==> src/logic/cmpc_pkg.sv <==
package cmpc_pkg;
    localparam int CMPC_ADDR_W = 8;
    localparam logic [CMPC_ADDR_W-1:0] CMPC_ADDR_CTRL0 = 8'h00;
    // bit positions of comparator_control_zero
    localparam int CMPC_BIT_ON = 7;
    localparam int CMPC_BIT_RESULT = 6;
    localparam int CMPC_BIT_PIN_EN = 5;
    localparam int CMPC_BIT_INVERT = 4;
    localparam int CMPC_BIT_UNUSED = 3;
    localparam int CMPC_BIT_SPEED = 2;
    localparam int CMPC_BIT_HYST = 1;
    localparam int CMPC_BIT_SYNC = 0;
    // values after any reset
    localparam logic CMPC_RST_ON = 1'h0;
    localparam logic CMPC_RST_PIN_EN = 1'h0;
    localparam logic CMPC_RST_INVERT = 1'h0;
    localparam logic CMPC_RST_SPEED = 1'h1;
    localparam logic CMPC_RST_HYST = 1'h0;
    localparam logic CMPC_RST_SYNC = 1'h0;
    localparam logic CMPC_RST_RESULT = 1'h0;
    localparam logic [7:0] CMPC_RST_CTRL0 = 8'h04;

    typedef struct packed {
        logic comparator_on;
        logic result_pin_enable;
        logic result_invert;
        logic speed_power_select;
        logic hysteresis_on;
        logic timer_sync_output;
        logic result;
        logic out;
        logic tclk_prev;
        logic [7:0] rdata;
    } cmpc_state_t;
endpackage : cmpc_pkg

==> src/logic/cmpc_ctrl0.sv <==
// Functional notes
// bit 7 switches the comparator on
// bit 6 reads result, meaning follows polarity
// bit 4 set inverts comparator output
// bit 5 routes result to output pin
// pin driven only if direction bit cleared
// pin routing independent of comparator on bit
// reset loads speed bit one, others zero
// bit 3 reads zero, writes ignored
// bit 2 selects normal or low power speed
// bit 1 enables input hysteresis
// bit 0 latches output on timer clock fall
//
// Decided for this implementation: the register addresses and the strobed register port.
module cmpc_ctrl0
(
    // clock and reset
    input wire logic clk,
    input wire logic srst,
    // register port
    input wire logic [cmpc_pkg::CMPC_ADDR_W-1:0] reg_addr,
    input wire logic [7:0] reg_wdata,
    input wire logic reg_wr,
    input wire logic reg_rd,
    output logic [7:0] reg_rdata,
    // analog front end
    input wire logic compare_raw,
    output logic comparator_on,
    output logic speed_power_select,
    output logic hysteresis_on,
    // timer side
    input wire logic timer_clk_src,
    output logic timer_result,
    // output pin
    input wire logic port_direction_bit,
    output logic result_pin_out,
    output logic result_pin_oe
);
    import cmpc_pkg::*;

    cmpc_state_t s_r;
    cmpc_state_t s_nxt;
    logic hit;
    logic tclk_fall;
    logic polar;
    // bus qualifiers shared by the checks below
    logic wr_hit;
    logic rd_hit;

    assign hit = (reg_addr == CMPC_ADDR_CTRL0);
    assign wr_hit = reg_wr && hit;
    assign rd_hit = reg_rd && hit;
    assign tclk_fall = s_r.tclk_prev && !timer_clk_src;
    // a disabled comparator reads as a low raw compare, so only polarity shows
    assign polar = (s_r.comparator_on && compare_raw) ^ s_r.result_invert;

    always_comb
    begin
        s_nxt = s_r;
        s_nxt.tclk_prev = timer_clk_src;
        s_nxt.rdata = 8'h00;
        // internal result follows the compare on every cycle
        s_nxt.result = polar;
        if (s_r.timer_sync_output)
        begin
            // latch only on the falling edge so a timer counting on the rising edge sees no race
            if (tclk_fall)
            begin
                s_nxt.out = s_r.result;
            end
        end
        else
        begin
            s_nxt.out = s_r.result;
        end
        if (reg_wr && hit)
        begin
            s_nxt.comparator_on = reg_wdata[CMPC_BIT_ON];
            s_nxt.result_pin_enable = reg_wdata[CMPC_BIT_PIN_EN];
            s_nxt.result_invert = reg_wdata[CMPC_BIT_INVERT];
            s_nxt.speed_power_select = reg_wdata[CMPC_BIT_SPEED];
            s_nxt.hysteresis_on = reg_wdata[CMPC_BIT_HYST];
            s_nxt.timer_sync_output = reg_wdata[CMPC_BIT_SYNC];
        end
        if (reg_rd && hit)
        begin
            s_nxt.rdata[CMPC_BIT_ON] = s_r.comparator_on;
            s_nxt.rdata[CMPC_BIT_RESULT] = s_r.result;
            s_nxt.rdata[CMPC_BIT_PIN_EN] = s_r.result_pin_enable;
            s_nxt.rdata[CMPC_BIT_INVERT] = s_r.result_invert;
            s_nxt.rdata[CMPC_BIT_UNUSED] = 1'h0;
            s_nxt.rdata[CMPC_BIT_SPEED] = s_r.speed_power_select;
            s_nxt.rdata[CMPC_BIT_HYST] = s_r.hysteresis_on;
            s_nxt.rdata[CMPC_BIT_SYNC] = s_r.timer_sync_output;
        end
        if (srst)
        begin
            s_nxt.comparator_on = CMPC_RST_ON;
            s_nxt.result_pin_enable = CMPC_RST_PIN_EN;
            s_nxt.result_invert = CMPC_RST_INVERT;
            s_nxt.speed_power_select = CMPC_RST_SPEED;
            s_nxt.hysteresis_on = CMPC_RST_HYST;
            s_nxt.timer_sync_output = CMPC_RST_SYNC;
            s_nxt.result = CMPC_RST_RESULT;
            s_nxt.out = CMPC_RST_RESULT;
            s_nxt.tclk_prev = 1'h0;
            s_nxt.rdata = 8'h00;
        end
    end

    always_ff @(posedge clk)
    begin
        s_r <= s_nxt;
    end

    assign reg_rdata = s_r.rdata;
    assign comparator_on = s_r.comparator_on;
    assign speed_power_select = s_r.speed_power_select;
    assign hysteresis_on = s_r.hysteresis_on;
    assign timer_result = s_r.out;
    assign result_pin_out = s_r.out;
    // the on bit plays no part here, so switching off keeps the port override
    assign result_pin_oe = s_r.result_pin_enable && !port_direction_bit;
endmodule : cmpc_ctrl0

==> config.mk <==
export PLATFORM = sky130hd
export DESIGN_NAME = cmpc_ctrl0
export DESIGN_NICKNAME = d
export VERILOG_FILES = /design/src/logic/cmpc_pkg.sv /design/src/logic/cmpc_ctrl0.sv
export SDC_FILE = /design/constraint.sdc
export NUM_CORES = 1
export LEC_CHECK = 0
export BUFFER_PORTS_ARGS = -buffer_cell sky130_fd_sc_hd__buf_2
export CORE_MARGIN = 5
export CORE_UTILIZATION = 40
export CTS_BUF_LIST = sky130_fd_sc_hd__clkbuf_8
export DETAILED_ROUTE_END_ITERATION = 8
export PLACE_DENSITY = 0.79
export REMOVE_ABC_BUFFERS = 1
export SYNTH_ARGS = -nofsm -noshare
export SYNTH_HDL_FRONTEND = slang
export SYNTH_SLANG_ARGS = --single-unit
==> constraint.sdc <==
create_clock -name clk -period 1.8 [get_ports clk]
set_clock_uncertainty 0.15 [all_clocks]
set_input_delay 0.27 -clock clk [delete_from_list [all_inputs] [get_ports clk]]
set_output_delay 0.27 -clock clk [all_outputs]
set_load 0.1 [all_outputs]
## After elaboration in Yosys (flattened, before gate mapping)

Cells that the tools add are included.
W data, S select, Z words.

- Eq/ne operators: 1
- Multiplexer cells: 2
- Bitwise operators: 2
- Reductions and logical operators: 9

Operators with widths:

| kind | count |
|---|---|
| $logic_not A8 Y1 | 1 |
| $logic_and A1 B1 Y1 | 5 |
| $logic_not A1 Y1 | 2 |
| $mux W1 | 2 |
| $ne A2 B1 Y1 const B | 1 |
| $reduce_or A2 Y1 | 1 |
| $not A1 Y1 | 1 |
| $xor A1 B1 Y1 | 1 |

- Register bits: 17
- Input port bits: 23
- Output and inout port bits: 14

## Logic depth before layout (Yosys ltp)

- Depth after elaboration: 4
- Mapped depth: 3

## Worst setup path before layout

Ideal clock, no wire load.

- Path kind: register to output
- Start: register s_r[15] (netlist name)
- End: output port result_pin_oe
- Arrival time: 1.674 ns
- Data required time: 1.380 ns
- Path slack: -0.294 ns
- Cell stages (with the launch flop): 2
- Path through: dfxtp_1 -> nor2b_1

- Longest elaborated chain between the ends: 1

Ends and longest elaborated chain:

| element | line | source |
|---|---|---|
| start: declaration | cmpc_ctrl0.sv:41 | `cmpc_state_t s_r;` |
| start signal: assignment | cmpc_ctrl0.sv:113 | `s_r <= s_nxt;` |
| $logic_and A1 B1 Y1 | cmpc_ctrl0.sv:123 | `assign result_pin_oe = s_r.result_pin_enable && !port_direction_bit;` |
| end: declaration | cmpc_ctrl0.sv:37 | `output logic result_pin_oe` |

No other way between the ends.

## Worst setup path after layout

Same ends and word-level chain as after synthesis.

==> results.yml <==
clock_tree:
  insertion_delay_ns: 0.24
  cts-resized-gates: 0
  cts_sinks: 16
  holdBufCountCts: 0
  path_clk_slew_ns: 0.06
  cts_tree: "built"
  cts_inserted_buffers: 3
  cts_setup_buffers: 0
  cts_root_buf: "clkbuf_8"
  cts_max_path_buffers: 2
  htree_levels: 1
timing:
  rsz0062_at_grt: "false"
  fin_crit_sh_pct: 87.20
  finalSetupViolCount: 0
  max_freq_mhz: 637.1
  min_period_ns: 1.570
  hold_violations: 0
  tns_ns: 0
  hold_ws_ns: 0.1301
  drv_slew: 0
layout:
  area_growth_pct: 26.60
  drive_above_1_share_pct: 45.26
  instances_no_fill: 120
  antennaDiodeCount: 0
  layout.nets: 119
placement:
  place.gp.congestion: 0.6774
  portBuffers: 33
  dp_cells: 116
power:
  ir_drop_v: 0.0004447
  p_leak_nw: 0.4169
  cellPowerDensity_nw_per_um2: 800.9
detailed_routing:
  vias: 496
  postRouteAntennaNets: 0
  dr_wl_met3_um: 75
  wl_per_cell_um: 10.02
  firstDrtPassIters: 3
  top_layer: "met4"
  wl_met2_um: 634
  routed_wirelength_mm: 1.202
  route.detailed.drc: 0
  wl_met1_um: 479
  via_per_inst: 4.133
  drt_iter0_drc: 5
logic_synthesis:
  synth_xor_area_share_pct: 1.241
  netlist_instances: 67
  ys_warn_count: 0
  synth-compound-area-share_pct: 1.418
  syn_area_um2: 705.7
  synthMuxAreaShare_pct: 8.511
  synth-simple-area-share_pct: 29.79
  synth.avg_cell_area_um2: 10.53
  synth.distinct_cells: 19
  netlist.area_leader.share_pct: 45.39
  synthAdderAreaFrac_pct: 0
  ys_seq_area_share_pct: 45.39
  yosysTopAreaCell: "dfxtp_1"
  synth_seq_cells: 16
  synth_top_family_by_area: "simple AND/OR/NAND/NOR gates"
  synthTopCellsByArea: "dfxtp_1 (45%), buf_4 (9.6%), nand2b_1 (8.9%), mux2i_1 (8.5%), and2_1 (6.2%)"
setup_path:
  critPathArrivalTime_ns: 1.15
  crit_type: "flip-flop to output port"
  reg2reg_from: "s_r[8]$_SDFF_PP0_"
  r2r-end: "result_pin_out$_SDFFE_PP0P_"
  required_ns: 1.38
  endpoint_kind: "output port"
  startpoint: "s_r[15]$_SDFFE_PP0P_"
  crit_end: "result_pin_oe"
  path_max_fanout: 3
  r2r_slack_ns: 0.89
  ff2ff_path_depth: 3
  cp-start-kind: "flip-flop"
global_routing:
  track_usage_pct: 9.904
  antenna_found_initial: 0
  grt_max_degree: 17
  grt_pass1_vias: 477
  gr-total-overflow: 0
  grt_pass1_wl_mm: 1.911
floorplanning:
  dieArea_um2: 2704
  die_h_um: 52
  die-width_um: 52
  core_area_um2: 1708
  rows: 15
  start_util_pct: 41.32
  ioPinCount: 37
run:
  cap_violations: 0
worst_hold_path:
  hold_path_class: "primary input to flip-flop"
  min_path_cells: 3
outcome:
  status: "completed"
## cells by family after synthesis
| logic type | count (synthesis) |
|---|---|
| other | 1 |
| flip-flops | 16 |
| XOR/XNOR | 1 |
| buffers and inverters | 12 |
| AO/OA/AOI/OAI | 2 |
| multiplexers | 6 |
| AND/OR/NAND/NOR | 29 |
## state kept, by name, indices dropped and copies added, names as in the netlist
register            cells
reg_rdata               7
s_r                     5
comparator_on           1
hysteresis_on           1
result_pin_out          1
speed_power_select      1
## report_power, final
| group | total, mW | switching [mW] | internal [mW] | leakage (nW) |
|---|---|---|---|---|
| registers | 0.356 | 0.000408 | 0.356 | 0.129 |
| logic | 0.0534 | 0.0254 | 0.0280 | 0.259 |
| clock network | 0.306 | 0.113 | 0.193 | 0.0288 |
## critical path, cell delays in order, from the launching register on
cell and delay (ns):
dfxtp_1 0.35, nor2b_1 0.13, buf_2 0.43
## worst min path at each step
| stage | start | end |
|---|---|---|
| 2_1_floorplan | srst | result_pin_out$_SDFFE_PP0P_ |
| 3_3_place_gp | s_r[10]$_SDFF_PP0_ | reg_rdata[6]$_SDFF_PP0_ |
| 3_5_place_dp | s_r[10]$_SDFF_PP0_ | reg_rdata[6]$_SDFF_PP0_ |
| 4_1_cts | reg_wdata[7] | comparator_on$_SDFFE_PP0P_ |
| 5_1_grt | reg_wdata[7] | comparator_on$_SDFFE_PP0P_ |
| 6_report | reg_wdata[7] | comparator_on$_SDFFE_PP0P_ |
## cells in the mapped netlist, drive strengths merged
master / instances
and2: 7
or4: 2
nand3b: 1
buf: 9
nor3: 1
o21ai: 1
inv: 1
a21oi: 1
nand2: 1
nand2b: 10
nor4b: 1
conb: 1
nor2b: 3
dfxtp: 16
nor2: 3
bufinv: 1
xor2: 1
clkbuf: 1
mux2i: 6
## layer usage
| metal | vias to the layer above | global-route usage [%] |
|---|---|---|
| met5 | - | 0 |
| met4 | 0 | 7.860 |
| met3 | 2 | 2.865 |
| met2 | 15 | 17.78 |
| met1 | 221 | 9.155 |
| li1 | 258 | - |
## placed cells by master, fill, tap and decap left out, types with 2 or more instances in the layout
master	n
buf_2	33
mux2i_1	6
and2_1	7
nand2b_1	10
nor2b_1	3
clkbuf_8	4
nor2_1	3
dfxtp_1	16
or4_4	2
## metrics by stage
stage               worst slack (ns)  area [µm²]  util [%]  power, mW
finish                        0.2304       893.4     52.31     0.7155
global route                  0.1919       893.4     52.31     0.7467
floorplan                    -0.2935       634.4         -     0.3912
detailed placement           0.04355       838.3     49.08     0.4178
global placement             0.06561       838.3     49.08     0.4166
CTS                           0.2281       893.4     52.31     0.7228
## cell type report
type,instances,area [µm²]
inverter,2,21.27
tap,25,31.28
multi-input combinational,39,292.8
fill,160,814.5
clock buffer,4,55.05
timing repair buffer,34,172.7
sequential,16,320.3
No activity file was read; power rests on OpenSTA's default activity.
